[src/rtl/adc_wrap_pkg.sv]
// Purpose: constants and carrier types of the converter wrapper register bank
// Assumes: 32-bit APB, printed offsets are word indices (byte address = 4 * index)
// Notes:   most numbers used by the wrapper live here; the select write mask stays inline
package adc_wrap_pkg;

  // ----------------------------------------------------------------
  // register indices
  // ----------------------------------------------------------------
  localparam logic [6:0] IDX_CTRL    = 7'h00; // converter_control_status
  localparam logic [6:0] IDX_MODE    = 7'h01; // converter_mode_clock
  localparam logic [6:0] IDX_FLG     = 7'h03; // interrupt_flags
  localparam logic [6:0] IDX_FLGCLR  = 7'h04; // interrupt_flag_clear
  localparam logic [6:0] IDX_OVF     = 7'h05; // interrupt_overflow_flags
  localparam logic [6:0] IDX_OVFCLR  = 7'h06; // overflow clear, reads 0
  localparam logic [6:0] IDX_SEL12   = 7'h07; // source select irq one/two
  localparam logic [6:0] IDX_SEL34   = 7'h08; // source select irq three/four
  localparam logic [6:0] IDX_STAT    = 7'h10; // sticky event status
  localparam logic [6:0] IDX_MASK    = 7'h11; // event mask

  // ----------------------------------------------------------------
  // field positions
  // ----------------------------------------------------------------
  localparam int BIT_BUSY     = 13;
  localparam int BIT_SLOT_LO  = 8;
  localparam int BIT_POWER    = 7;
  localparam int BIT_PULSEPOS = 2;
  localparam int BIT_DIFF     = 7;
  localparam int BIT_RES16    = 6;
  localparam int BIT_CONT     = 6;   // within each select byte
  localparam int BIT_EN       = 5;
  localparam int SEL_HI_LO    = 8;   // second channel's byte

  // ----------------------------------------------------------------
  // reset values and timing
  // ----------------------------------------------------------------
  localparam logic [15:0] RST_REG16   = 16'h0000;
  localparam logic [31:0] RST_WORD    = 32'h0000_0000;
  localparam logic [3:0]  DIV_INVALID = 4'h1;
  localparam logic [4:0]  HALF_STEP   = 5'h02;  // accumulator step, half units
  localparam logic [4:0]  DIV_OFFSET  = 5'h02;  // code k -> (k + 2) half units
  localparam logic [2:0]  BUSY_TAIL   = 3'h4;   // conversion clocks after S/H fall

  // ----------------------------------------------------------------
  // types
  // ----------------------------------------------------------------
  typedef enum logic [2:0] {
    ST_IDLE   = 3'b001,
    ST_SAMPLE = 3'b010,
    ST_TAIL   = 3'b100
  } conv_st_e;

  typedef struct packed {
    logic       cont;   // irq_repeat_mode
    logic       en;     // channel enable
    logic [3:0] sel;    // irq_source_select
  } irq_cfg_s;

endpackage

[src/rtl/adc_wrap_regs.sv]
// Purpose: control, status and interrupt flag bank of a SAR converter wrapper
// Assumes: single clock pclk, analog core handshakes are on the same clock
// Notes:   zero-wait APB slave, answer in the access cycle
//
// Decided for this implementation: the APB register port.
`timescale 1ns/1ps
module adc_wrap_regs (
  // bus clock and reset
  input  wire logic        pclk,
  input  wire logic        presetn,
  // apb slave
  input  wire logic        psel,
  input  wire logic        penable,
  input  wire logic        pwrite,
  input  wire logic [11:0] paddr,
  input  wire logic [31:0] pwdata,
  output logic             pready,
  output logic [31:0]      prdata,
  output logic             pslverr,
  // conversion engine side
  input  wire logic        soc_req,
  input  wire logic [3:0]  soc_slot,
  input  wire logic        sample_hold,
  output logic             soc_ready,
  output logic             conv_start,
  output logic             conversion_clock,
  output logic             eoc_pulse,
  output logic [3:0]       eoc_slot,
  output logic             result_latch,
  // analog core controls
  output logic             analog_power_on,
  output logic             differential_select,
  output logic             resolution_16b,
  // interrupts
  output logic [3:0]       irq_pulse,
  output logic             irq
);

  // ----------------------------------------------------------------
  // bus decode
  // ----------------------------------------------------------------
  logic       setup;    // setup phase of a transfer
  logic       wr;       // write taken this cycle
  logic [6:0] idx;      // word index
  logic       hit;      // index maps to a register
  logic       aligned;  // low two and top three address bits zero

  assign setup   = psel & ~penable;
  assign wr      = psel & penable & pready & pwrite & ~pslverr;
  assign idx     = paddr[8:2];
  assign aligned = (paddr[1:0] == 2'b00) & (paddr[11:9] == 3'b000);
  always_comb begin
    case (idx)
      adc_wrap_pkg::IDX_CTRL,  adc_wrap_pkg::IDX_MODE,
      adc_wrap_pkg::IDX_FLG,   adc_wrap_pkg::IDX_FLGCLR,
      adc_wrap_pkg::IDX_OVF,   adc_wrap_pkg::IDX_OVFCLR,
      adc_wrap_pkg::IDX_SEL12, adc_wrap_pkg::IDX_SEL34,
      adc_wrap_pkg::IDX_STAT,  adc_wrap_pkg::IDX_MASK: hit = aligned;
      default: hit = 1'b0;
    endcase
  end

  // ----------------------------------------------------------------
  // software-written fields
  // ----------------------------------------------------------------
  logic        pwr_q;       // analog power enable
  logic        pulsepos_q;  // 0 acquisition end, 1 conversion end
  logic        diff_q;      // differential input
  logic        res16_q;     // 16-bit resolution
  logic [3:0]  div_q;       // conversion clock divider code
  logic [15:0] sel12_q;     // select for irq one and two
  logic [15:0] sel34_q;     // select for irq three and four
  logic [7:0]  mask_q;      // event mask

  // control writes; only defined bits are stored
  always_ff @(posedge pclk or negedge presetn) begin
    if (!presetn) begin
      pwr_q      <= 1'b0;
      pulsepos_q <= 1'b0;
      diff_q     <= 1'b0;
      res16_q    <= 1'b0;
      div_q      <= 4'h0;
      sel12_q    <= adc_wrap_pkg::RST_REG16;
      sel34_q    <= adc_wrap_pkg::RST_REG16;
      mask_q     <= 8'h00;
    end else if (wr) begin
      case (idx)
        adc_wrap_pkg::IDX_CTRL: begin
          pwr_q      <= pwdata[adc_wrap_pkg::BIT_POWER];
          pulsepos_q <= pwdata[adc_wrap_pkg::BIT_PULSEPOS];
        end
        adc_wrap_pkg::IDX_MODE: begin
          diff_q  <= pwdata[adc_wrap_pkg::BIT_DIFF];
          res16_q <= pwdata[adc_wrap_pkg::BIT_RES16];
          div_q   <= pwdata[3:0];
        end
        adc_wrap_pkg::IDX_SEL12: sel12_q <= pwdata[15:0] & 16'h6F6F;
        adc_wrap_pkg::IDX_SEL34: sel34_q <= pwdata[15:0] & 16'h6F6F;
        adc_wrap_pkg::IDX_MASK:  mask_q  <= pwdata[7:0];
        default: ;  // flag/clear registers handled elsewhere
      endcase
    end
  end

  // analog core levels registered from the stored bits, one cycle behind
  always_ff @(posedge pclk or negedge presetn) begin
    if (!presetn) begin
      analog_power_on     <= 1'b0;
      differential_select <= 1'b0;
      resolution_16b      <= 1'b0;
    end else begin
      analog_power_on     <= pwr_q;
      differential_select <= diff_q;
      resolution_16b      <= res16_q;
    end
  end

  // ----------------------------------------------------------------
  // conversion clock divider
  // ----------------------------------------------------------------
  // half-unit accumulator gives x.5 ratios; those ratios jitter by a
  // cycle but average right, traded for no second clock domain
  logic [4:0] acc_q;   // accumulated half units
  logic [4:0] tgt;     // ratio in half units
  logic [4:0] acc_n;   // accumulator plus step
  logic       tick;    // one conversion clock period done

  always_comb begin
    if (div_q == 4'h0 || div_q == adc_wrap_pkg::DIV_INVALID)
      tgt = adc_wrap_pkg::HALF_STEP;  // invalid code runs as /1
    else
      tgt = {1'b0, div_q} + adc_wrap_pkg::DIV_OFFSET;
    acc_n = acc_q + adc_wrap_pkg::HALF_STEP;
    tick  = pwr_q & (acc_n >= tgt);
  end

  // accumulator; held at zero while powered down
  always_ff @(posedge pclk or negedge presetn) begin
    if (!presetn) begin
      acc_q            <= 5'h00;
      conversion_clock <= 1'b0;
    end else begin
      if (!pwr_q)
        acc_q <= 5'h00;
      else if (tick)
        acc_q <= acc_n - tgt;
      else
        acc_q <= acc_n;
      conversion_clock <= tick;
    end
  end

  // ----------------------------------------------------------------
  // busy tracking
  // ----------------------------------------------------------------
  adc_wrap_pkg::conv_st_e st_q;  // sequence state
  adc_wrap_pkg::conv_st_e st_d;
  logic [2:0] tail_q;   // conversion clocks since S/H fall
  logic [3:0] slot_q;   // busy_slot_index
  logic       sh_q;     // previous S/H level
  logic       sh_fall;  // end of acquisition window
  logic       accept;   // trigger taken
  logic       done;     // end of conversion
  logic       done_q;   // end of conversion, one cycle old
  logic       busy;

  assign sh_fall = sh_q & ~sample_hold;
  assign accept  = soc_req & soc_ready;
  assign done    = (st_q == adc_wrap_pkg::ST_TAIL) & tick &
                   (tail_q == adc_wrap_pkg::BUSY_TAIL - 3'h1);
  assign busy    = (st_q != adc_wrap_pkg::ST_IDLE);

  // next state
  always_comb begin
    st_d = st_q;
    case (st_q)
      adc_wrap_pkg::ST_IDLE:   if (accept) st_d = adc_wrap_pkg::ST_SAMPLE;
      adc_wrap_pkg::ST_SAMPLE: if (sh_fall) st_d = adc_wrap_pkg::ST_TAIL;
      adc_wrap_pkg::ST_TAIL:   if (done) st_d = adc_wrap_pkg::ST_IDLE;
      default:                 st_d = adc_wrap_pkg::ST_IDLE;
    endcase
  end

  // state, tail count, slot capture
  always_ff @(posedge pclk or negedge presetn) begin
    if (!presetn) begin
      st_q   <= adc_wrap_pkg::ST_IDLE;
      tail_q <= 3'h0;
      slot_q <= 4'h0;
      sh_q   <= 1'b0;
    end else begin
      st_q <= st_d;
      sh_q <= sample_hold;
      if (st_q != adc_wrap_pkg::ST_TAIL)
        tail_q <= 3'h0;
      else if (tick)
        tail_q <= tail_q + 3'h1;
      if (accept)
        slot_q <= soc_slot;       // kept after busy drops
    end
  end

  // engine-facing pulses
  always_ff @(posedge pclk or negedge presetn) begin
    if (!presetn) begin
      soc_ready    <= 1'b0;
      conv_start   <= 1'b0;
      eoc_pulse    <= 1'b0;
      eoc_slot     <= 4'h0;
      done_q       <= 1'b0;
      result_latch <= 1'b0;
    end else begin
      // refused while busy or powered down
      soc_ready  <= (st_d == adc_wrap_pkg::ST_IDLE) & pwr_q;
      conv_start <= accept;
      // early pulse at S/H fall, late one at conversion end
      eoc_pulse  <= pulsepos_q ? done : ((st_q == adc_wrap_pkg::ST_SAMPLE) & sh_fall);
      eoc_slot   <= slot_q;
      // result waits one cycle behind the late pulse, never lands with it
      done_q       <= done;
      result_latch <= done_q;
    end
  end

  // ----------------------------------------------------------------
  // interrupt flags
  // ----------------------------------------------------------------
  logic [3:0] flg_q;    // interrupt_flags
  logic [3:0] ovf_q;    // interrupt_overflow_flags
  logic [3:0] iset;     // selected done event per channel
  logic [3:0] fclr;     // software clear of flag
  logic [3:0] oclr;     // software clear of overflow
  logic [3:0] ipls;     // pulse to generate
  logic [3:0] oset;     // overflow event
  logic [15:0] eoc_vec; // one-hot done slot

  assign eoc_vec = eoc_pulse ? (16'h0001 << eoc_slot) : 16'h0000;
  assign fclr = (wr && idx == adc_wrap_pkg::IDX_FLGCLR) ? pwdata[3:0] : 4'h0;
  assign oclr = (wr && idx == adc_wrap_pkg::IDX_OVFCLR) ? pwdata[3:0] : 4'h0;

  generate
    for (genvar n = 0; n < 4; n++) begin : g_irq
      adc_wrap_pkg::irq_cfg_s cfg;  // this channel's select byte
      logic [15:0] sbyte;
      assign sbyte = (n < 2) ? sel12_q : sel34_q;
      assign cfg = '{cont: sbyte[(n % 2) * adc_wrap_pkg::SEL_HI_LO + adc_wrap_pkg::BIT_CONT],
                     en:   sbyte[(n % 2) * adc_wrap_pkg::SEL_HI_LO + adc_wrap_pkg::BIT_EN],
                     sel:  sbyte[(n % 2) * adc_wrap_pkg::SEL_HI_LO +: 4]};
      assign iset[n] = cfg.en & eoc_vec[cfg.sel];
      assign ipls[n] = iset[n] & (cfg.cont | ~flg_q[n]);
      // overflow not touched when a clear lands with the set
      assign oset[n] = iset[n] & flg_q[n] & ~fclr[n];

      // flag: hardware set wins over clear
      always_ff @(posedge pclk or negedge presetn) begin
        if (!presetn) begin
          flg_q[n] <= 1'b0;
          ovf_q[n] <= 1'b0;
        end else begin
          if (iset[n])
            flg_q[n] <= 1'b1;
          else if (fclr[n])
            flg_q[n] <= 1'b0;
          if (oset[n])
            ovf_q[n] <= 1'b1;
          else if (oclr[n])
            ovf_q[n] <= 1'b0;
        end
      end
    end
  endgenerate

  // ----------------------------------------------------------------
  // sticky status, mask, interrupt line
  // ----------------------------------------------------------------
  logic [7:0] stat_q;   // [3:0] pulses, [7:4] overflows
  logic [7:0] sset;
  logic [7:0] sclr;

  assign sset = {oset, ipls};
  assign sclr = (wr && idx == adc_wrap_pkg::IDX_STAT) ? pwdata[7:0] : 8'h00;

  // set wins over write-one clear
  always_ff @(posedge pclk or negedge presetn) begin
    if (!presetn) begin
      stat_q    <= 8'h00;
      irq_pulse <= 4'h0;
      irq       <= 1'b0;
    end else begin
      stat_q    <= sset | (stat_q & ~sclr);
      irq_pulse <= ipls;
      irq       <= |((sset | (stat_q & ~sclr)) & mask_q);
    end
  end

  // ----------------------------------------------------------------
  // read mux and bus answer
  // ----------------------------------------------------------------
  logic [31:0] rdat;
  always_comb begin
    rdat = adc_wrap_pkg::RST_WORD;  // clear registers read 0
    case (idx)
      adc_wrap_pkg::IDX_CTRL: begin
        rdat[adc_wrap_pkg::BIT_BUSY]           = busy;
        rdat[adc_wrap_pkg::BIT_SLOT_LO +: 4]   = slot_q;
        rdat[adc_wrap_pkg::BIT_POWER]          = pwr_q;
        rdat[adc_wrap_pkg::BIT_PULSEPOS]       = pulsepos_q;
      end
      adc_wrap_pkg::IDX_MODE: begin
        rdat[adc_wrap_pkg::BIT_DIFF]  = diff_q;
        rdat[adc_wrap_pkg::BIT_RES16] = res16_q;
        rdat[3:0]                     = div_q;
      end
      adc_wrap_pkg::IDX_FLG:   rdat[3:0]  = flg_q;
      adc_wrap_pkg::IDX_OVF:   rdat[3:0]  = ovf_q;
      adc_wrap_pkg::IDX_SEL12: rdat[15:0] = sel12_q;
      adc_wrap_pkg::IDX_SEL34: rdat[15:0] = sel34_q;
      adc_wrap_pkg::IDX_STAT:  rdat[7:0]  = stat_q;
      adc_wrap_pkg::IDX_MASK:  rdat[7:0]  = mask_q;
      default: ;
    endcase
  end

  // answer registered in setup, shown in the access cycle
  always_ff @(posedge pclk or negedge presetn) begin
    if (!presetn) begin
      pready  <= 1'b0;
      pslverr <= 1'b0;
      prdata  <= adc_wrap_pkg::RST_WORD;
    end else begin
      pready  <= setup;
      pslverr <= setup & ~hit;
      prdata  <= (setup & hit & ~pwrite) ? rdat : adc_wrap_pkg::RST_WORD;
    end
  end
endmodule // adc_wrap_regs

[config.mk]
export PLATFORM = sky130hd
export DESIGN_NAME = adc_wrap_regs
export DESIGN_NICKNAME = d
export VERILOG_FILES = /design/src/rtl/adc_wrap_pkg.sv /design/src/rtl/adc_wrap_regs.sv
export SDC_FILE = /design/constraint.sdc
export NUM_CORES = 1
export LEC_CHECK = 0
export ABC_AREA = 1
export ABC_CLOCK_PERIOD_IN_PS = 2900
export BUFFER_PORTS_ARGS = -buffer_cell sky130_fd_sc_hd__buf_2
export CAP_MARGIN = 15
export CORE_ASPECT_RATIO = 1.2
export CORE_MARGIN = 10
export CORE_UTILIZATION = 56
export CTS_CLUSTER_DIAMETER = 40
export DETAILED_ROUTE_END_ITERATION = 12
export GPL_TIMING_DRIVEN = 0
export MAX_ROUTING_LAYER = met4
export PLACE_DENSITY = 0.8
export SETUP_SLACK_MARGIN = 0.2
export SLEW_MARGIN = 40
export SYNTH_ARGS = -nofsm -noshare
export SYNTH_HDL_FRONTEND = slang
export SYNTH_SLANG_ARGS = --single-unit
[constraint.sdc]
create_clock -name pclk -period 2.9 [get_ports pclk]
set_clock_uncertainty 0.05 [all_clocks]
set_input_delay 0.145 -clock pclk [delete_from_list [all_inputs] [get_ports pclk]]
set_output_delay 0.145 -clock pclk [all_outputs]
set_load 0.05 [all_outputs]
==> impl_metrics.ini, run 1 <==
[status]
status = completed

[pwr]
peakVddDrop_uv = 331.0
powerDensity_nw_per_um2 = 459.7
power.leakage_nw = 3.259

[clock_tree]
cts_buffers = 9
clk_latency_ns = 0.35
clock-sinks = 106
cts.htree.levels = 3
cts_tree = done
root_buffer = clkbuf_16
clk_pin_slew_ns = 0.08
clk_path_buf_depth = 2

[floorplanning]
core_area_um2 = 9662
rows = 39
die_h_um = 129.5
die_x_um = 111.3
floorplan.die_area_um2 = 14410
initial_utilization_pct = 57.94
io_pins = 106

[synthesis]
synth-edff-count = 0
post_synth_num_cell_types = 42
ys_seq_area_share_pct = 47.41
netlist_instances = 702
synth.area.top_cells = dfrtp_1 47%, nand2_1 13%, nand3_1 6.5%, inv_1 4.8%, o21ai_0 4.6%
avgSynthCellArea_um2 = 7.974
synth_flop_cell = dfrtp_1
synthArstFlopShare_pct = 100.0
ys_ff_latch = 106
synth_top_area_share_pct = 46.94
synth_area_um2 = 5598
synth_top_area_cell = dfrtp_1
yosys_warnings = 0

[final_layout]
diodes = 0
num-nets-final = 875
drive_gt1_share_pct = 19.63
fin_util_pct = 68.82
fillers = 783
layout_commonest_cell = nand2_1
layout_common_cells = 201 x nand2_1, 104 x dfrtp_1, 73 x nand3_1, 73 x buf_2, 72 x inv_1
stdcell_area_um2 = 6649
area_growth_pct = 18.78

[grt]
grt_max_degree = 79
gr-usage-met1_pct = 27.28
grt_use_total_pct = 22.43
antenna_found_initial = 0
grtUsageMet3_pct = 3.555
grt_pass1_wl_um = 25850
top_usage_layer = met2
overflow = 0
grt_pass1_vias = 5237
gr-usage-met2_pct = 37.18

[sta]
slew_viol_final = 0
setup_ws_ns = 0.3634
max_freq_mhz = 394.2
tightest_slew_ns = 0.6796
setup_viol = 0
finalCritPeriodShare_pct = 87.47
grt_setup_unrepaired = no
maxSlewHeadroom_pct = 54.44
period_needed_ns = 2.537
finalHoldViolations = 0
holdWs_ns = 0.01963
setup_tns_ns = 0

[critical_path]
start_kind = register
required_ns = 3.10
slowest_stage = dfrtp_2
path_class = reg2reg
rr_endpoint = soc_ready$_DFF_PN0_
crit_chain = ha_1, nand2_1, ha_1, a21oi_1, o21ai_2, a211oi_2, o21bai_1, nand2_2, nor2_4, nand2_1, o211ai_2, nand2_1, inv_1
r2r_cells = 13
crit_arrival_ns = 2.74
max_stage_delay_ns = 0.46
ff2ff_setup_slack_ns = 0.36
cp-end-kind = register
r2r-start = div_q[1]$_DFFE_PN0P_
crit_top_cell = nand2_1
cp_max_fo = 6

[flow_run]
cap_violations = 0

[hold_path]
hp-start = pwdata[13]
min_path_type = in2reg
min_path_cells = 3
whs_endpoint = g_irq[0].sbyte[13]$_DFFE_PN0P_

[routing]
ant_nets = 0
viasPerCell = 5.584
drtIter0Drc = 500
vias = 5238
drt_first_pass_iters = 5
wire_per_inst_um = 16.59
wl_um = 15570
drcViolationCount = 0

[placed_design]
gp_congestion = 0.9365
pre_cts_ws_ns = 0.3370
dp_hpwl_um = 11590
port_buffers = 67
dpl_cell_area_um2 = 6188
[layer usage]
layer  routed length (um)  up-vias
li1                     -     2487
met1                 6400     2470
met2                 7812      250
met3                 1039       31
met4                  312        0
met5                    0        -
[worst max path at each step]
stage	depth (start not counted)	slack, ns	from	endpoint
6_report	13	0.36	div_q[1]$_DFFE_PN0P_	soc_ready$_DFF_PN0_
5_1_grt	14	0.17	div_q[1]$_DFFE_PN0P_	soc_ready$_DFF_PN0_
4_1_cts	13	0.31	div_q[1]$_DFFE_PN0P_	soc_ready$_DFF_PN0_
3_5_place_dp	13	0.34	div_q[1]$_DFFE_PN0P_	soc_ready$_DFF_PN0_
3_3_place_gp	13	0.47	div_q[1]$_DFFE_PN0P_	soc_ready$_DFF_PN0_
2_1_floorplan	12	0.69	div_q[1]$_DFFE_PN0P_	st_q[2]$_DFF_PN0_
[report_power, final]
| group | internal (mW) | switching (mW) | total, mW | leakage [nW] |
|---|---|---|---|---|
| sequential | 1.49 | 0.0127 | 1.50 | 1.43 |
| clock | 0.715 | 0.599 | 1.31 | 0.155 |
| combinational | 0.0695 | 0.169 | 0.239 | 1.67 |
| total | 2.28 | 0.780 | 3.06 | 3.26 |
[stage by stage]
step	instances	power, mW
2_1_floorplan	719	1.673
3_3_place_gp	909	1.749
3_5_place_dp	910	1.762
4_1_cts	934	3.073
5_1_grt	938	3.151
6_report	938	3.057
[critical path: cells and delay by family (launching register included)]
| kind | cells | cell delay (ns) |
|---|---|---|
| and+or+nand+nor | 5 | 0.44 |
| buffers and inverters | 1 | 0.04 |
| AOI/OAI and AO/OA | 5 | 0.81 |
| DFF | 1 | 0.46 |
| adders and majority gates | 2 | 0.63 |
[sequential cells by signal (all words and copies together) (netlist names), 3 cells and up]
name and flops:
g_irq.sbyte 24, prdata 14, mask_q 8, stat_q 8, acc_q 5, div_q 4
eoc_slot 4, flg_q 4, irq_pulse 4, ovf_q 4, slot_q 4, st_q 3
tail_q 3
[cell type report]
| type | count | area (um2) | area share, % |
|---|---|---|---|
| sequential | 106 | 2655 | 39.93 |
| buffer | 32 | 200.2 | 3.011 |
| timing repair buffer | 80 | 483.0 | 7.264 |
| clock inverter | 6 | 85.08 | 1.280 |
| clock buffer | 10 | 239.0 | 3.594 |
| inverter | 82 | 307.8 | 4.629 |
| tap | 123 | 153.9 | 2.315 |
| multi-input combinational | 499 | 2525 | 37.98 |
[synth_stat cells, types with 2 or more instances]
cell type and count:
inv_2 5, a22o_1 2, xnor2_1 3, buf_4 19, clkinv_1 5, o21ai_1 8
nand3_2 6, nand2_1 201, ha_1 9, clkbuf_1 6, nand3_1 73, nor2_1 37
nand2_2 3, nand4_2 2, nand4_1 12, a21oi_1 16, nor3_2 2, o22ai_1 11
xor2_1 3, nor2_2 12, dfrtp_1 105, buf_2 7, inv_1 72, o21ai_0 51
a221oi_1 5, a31oi_1 4, o21ai_2 2, nor3_1 7
[cell families (layout without fill, tap and decap cells)]
logic type                 Yosys count  count (layout)  synth area share, %
AOI/OAI and AO/OA                  105             105                11.11
xor gates and xnor gates             6               6               0.9389
adders and majority gates           10              10                2.369
buffers and inverters              114             210                9.075
DFF                                106             106                47.41
other                                1              18              0.06699
and+or+nand+nor                    360             360                29.03
[timing repair]
| item | CTS | global route |
|---|---|---|
| buffers inserted | 0 | 4 |
| resized for setup | 0 | 6 |
| hold endpoints to repair | 112 | 0 |
| setup endpoints to repair | 0 | 5 |
| hold buffers | 8 | 0 |
No activity file was read; power rests on OpenSTA's default activity.
==> run 2: changes to the inputs <==
--- a/config.mk
+++ b/config.mk
@@ -7,7 +7,7 @@
 export LEC_CHECK = 0
 export ABC_AREA = 1
 export ABC_CLOCK_PERIOD_IN_PS = 2900
-export BUFFER_PORTS_ARGS = -buffer_cell sky130_fd_sc_hd__buf_2
+export BUFFER_PORTS_ARGS = -buffer_cell sky130_fd_sc_hd__buf_4
 export CAP_MARGIN = 15
 export CORE_ASPECT_RATIO = 1.2
 export CORE_MARGIN = 10
@@ -16,7 +16,7 @@
 export DETAILED_ROUTE_END_ITERATION = 12
 export GPL_TIMING_DRIVEN = 0
 export MAX_ROUTING_LAYER = met4
-export PLACE_DENSITY = 0.8
+export PLACE_DENSITY = 0.85
 export SETUP_SLACK_MARGIN = 0.2
 export SLEW_MARGIN = 40
 export SYNTH_ARGS = -nofsm -noshare
==> impl_metrics.ini, run 2 (synthesis results as in run 1) <==
[critical_path]
start_kind = register
rr_endpoint = st_q[2]$_DFF_PN0_
slowest_stage = dfrtp_2
crit_arrival_ns = 2.68
r2r-start = div_q[1]$_DFFE_PN0P_
ff2ff_setup_slack_ns = 0.40
path_depth = 12
required_ns = 3.07
crit_top_cell = nand2_1
max_stage_delay_ns = 0.45
crit_chain = ha_1, nand2_1, ha_1, nand2_1, o21ai_2, a211oi_1, o21bai_1, nand2_2, nor2_2, nand2_1, inv_1, o21ai_0
r2r_cells = 12
path_class = reg2reg
cp_max_fo = 6
cp-end-kind = register
path_buf_inv = 1
crit_family = adder cells

[clock_tree]
cts_tree = done
clk_path_buf_depth = 2
root_buffer = clkbuf_16
clk_latency_ns = 0.35
clock-sinks = 106
cts.htree.levels = 3
clk_pin_slew_ns = 0.08
cts_buffers = 9

[sta]
maxSlewHeadroom_pct = 55.05
finalCritPeriodShare_pct = 86.23
grt_setup_unrepaired = no
slew_viol_final = 0
setup_tns_ns = 0
setup_viol = 0
tightest_slew_ns = 0.6706
period_needed_ns = 2.501
max_freq_mhz = 399.9
finalHoldViolations = 0

[floorplanning]
initial_utilization_pct = 57.94
rows = 39
floorplan.die_area_um2 = 14410
io_pins = 106
die_h_um = 129.5
core_area_um2 = 9662
die_x_um = 111.3

[final_layout]
layout_common_cells = 201 x nand2_1, 104 x dfrtp_1, 87 x buf_4
largest_register_ffs = 24
drive_gt1_share_pct = 19.21
diodes = 0
instances_no_fill = 935
layout_commonest_cell = nand2_1
fin_util_pct = 70.29
num-nets-final = 872
fillers = 752
multiInputGateArea_um2 = 2520
area_growth_pct = 21.32
regArea_um2 = 2655

[hold_path]
hp-start = psel
min_path_type = in2reg
whs_endpoint = pready$_DFF_PN0_
min_path_cells = 3

[pwr]
powerDensity_nw_per_um2 = 459.8
internal-power_mw = 2.348
power.leakage_nw = 3.277
pwr-share-seq_pct = 48.2
combPwrFrac_pct = 8.0
switchingPower_uw = 774.2
power_frac_clock_pct = 43.8
peakVddDrop_uv = 355.0
switching_share_pct = 24.79

[routing]
ant_nets = 0
wl_um = 15960
wire_per_inst_um = 17.07
drcViolationCount = 0
drtIter0Drc = 518
vias = 5362
viasPerCell = 5.735
drt_first_pass_iters = 5

[placed_design]
gp_congestion = 0.9305
port_buffers = 67
dp_hpwl_um = 11730
dp_cells = 909

[grt]
grt_use_total_pct = 22.65
grt_max_degree = 107
overflow = 0
antenna_found_initial = 0
grt_pass1_vias = 5383
grt_pass1_wl_um = 26050

[flow_run]
cap_violations = 0

[status]
status = completed
-- run 2: power by group through the flow --
stage | sequential [mW] | combinational [mW] | clock [mW]
2_1_floorplan | 1.55 | 0.126 | 0
3_3_place_gp | 1.53 | 0.230 | 0
3_5_place_dp | 1.53 | 0.237 | 0
4_1_cts | 1.50 | 0.245 | 1.38
5_1_grt | 1.51 | 0.272 | 1.44
6_report | 1.51 | 0.250 | 1.37
-- run 2: area by class of cell --
type,count,share of cell area [%]
plain buffers,32,2.948
clock buffers,9,3.316
clock inverters,7,1.566
inverters,82,4.532
multi-input cells,499,37.10
flip-flops and latches,106,39.09
well taps,123,2.266
repair buffers,77,9.175
-- run 2: timing repair --
item / in CTS / in global routing
hold buffers: 7 / 0
setup endpoints to repair: 0 / 7
hold endpoints to repair: 112 / 0
resized for setup: 0 / 3
buffers inserted: 0 / 2
-- run 2: stage by stage --
stage          hold slack [ns]  setup slack [ns]  power, mW  area [um2]
5_1_grt                0.02473            0.2165      3.219        6792
3_3_place_gp            0.2150            0.4636      1.763        6319
2_1_floorplan          -0.2006            0.6903      1.673        5662
4_1_cts                0.01029            0.2993      3.128        6728
3_5_place_dp            0.1932            0.3454      1.771        6326
6_report              0.007874            0.3994      3.123        6792
-- run 2: routing by layer --
layer | track usage (%) | wire (um)
met1 | 26.47 | 6221
met2 | 36.87 | 7920
met3 | 4.432 | 1191
met4 | 11.28 | 622
met5 | - | 0
-- run 2: worst register-to-register path: stages, from the launching register on --
cell,delay [ns]
dfrtp_2,0.45
ha_1,0.29
nand2_1,0.05
ha_1,0.35
nand2_1,0.11
o21ai_2,0.16
a211oi_1,0.10
o21bai_1,0.24
nand2_2,0.13
nor2_2,0.13
nand2_1,0.11
inv_1,0.10
o21ai_0,0.09
-- run 2: worst max-delay path by stage --
stage | startpoint | end | slack (ns)
finish | div_q[1]$_DFFE_PN0P_ | st_q[2]$_DFF_PN0_ | 0.40
floorplan | div_q[1]$_DFFE_PN0P_ | st_q[2]$_DFF_PN0_ | 0.69
global route | div_q[1]$_DFFE_PN0P_ | eoc_pulse$_DFF_PN0_ | 0.22
CTS | acc_q[1]$_DFF_PN0_ | st_q[2]$_DFF_PN0_ | 0.30
global placement | div_q[1]$_DFFE_PN0P_ | eoc_pulse$_DFF_PN0_ | 0.46
detailed placement | acc_q[1]$_DFF_PN0_ | st_q[2]$_DFF_PN0_ | 0.35
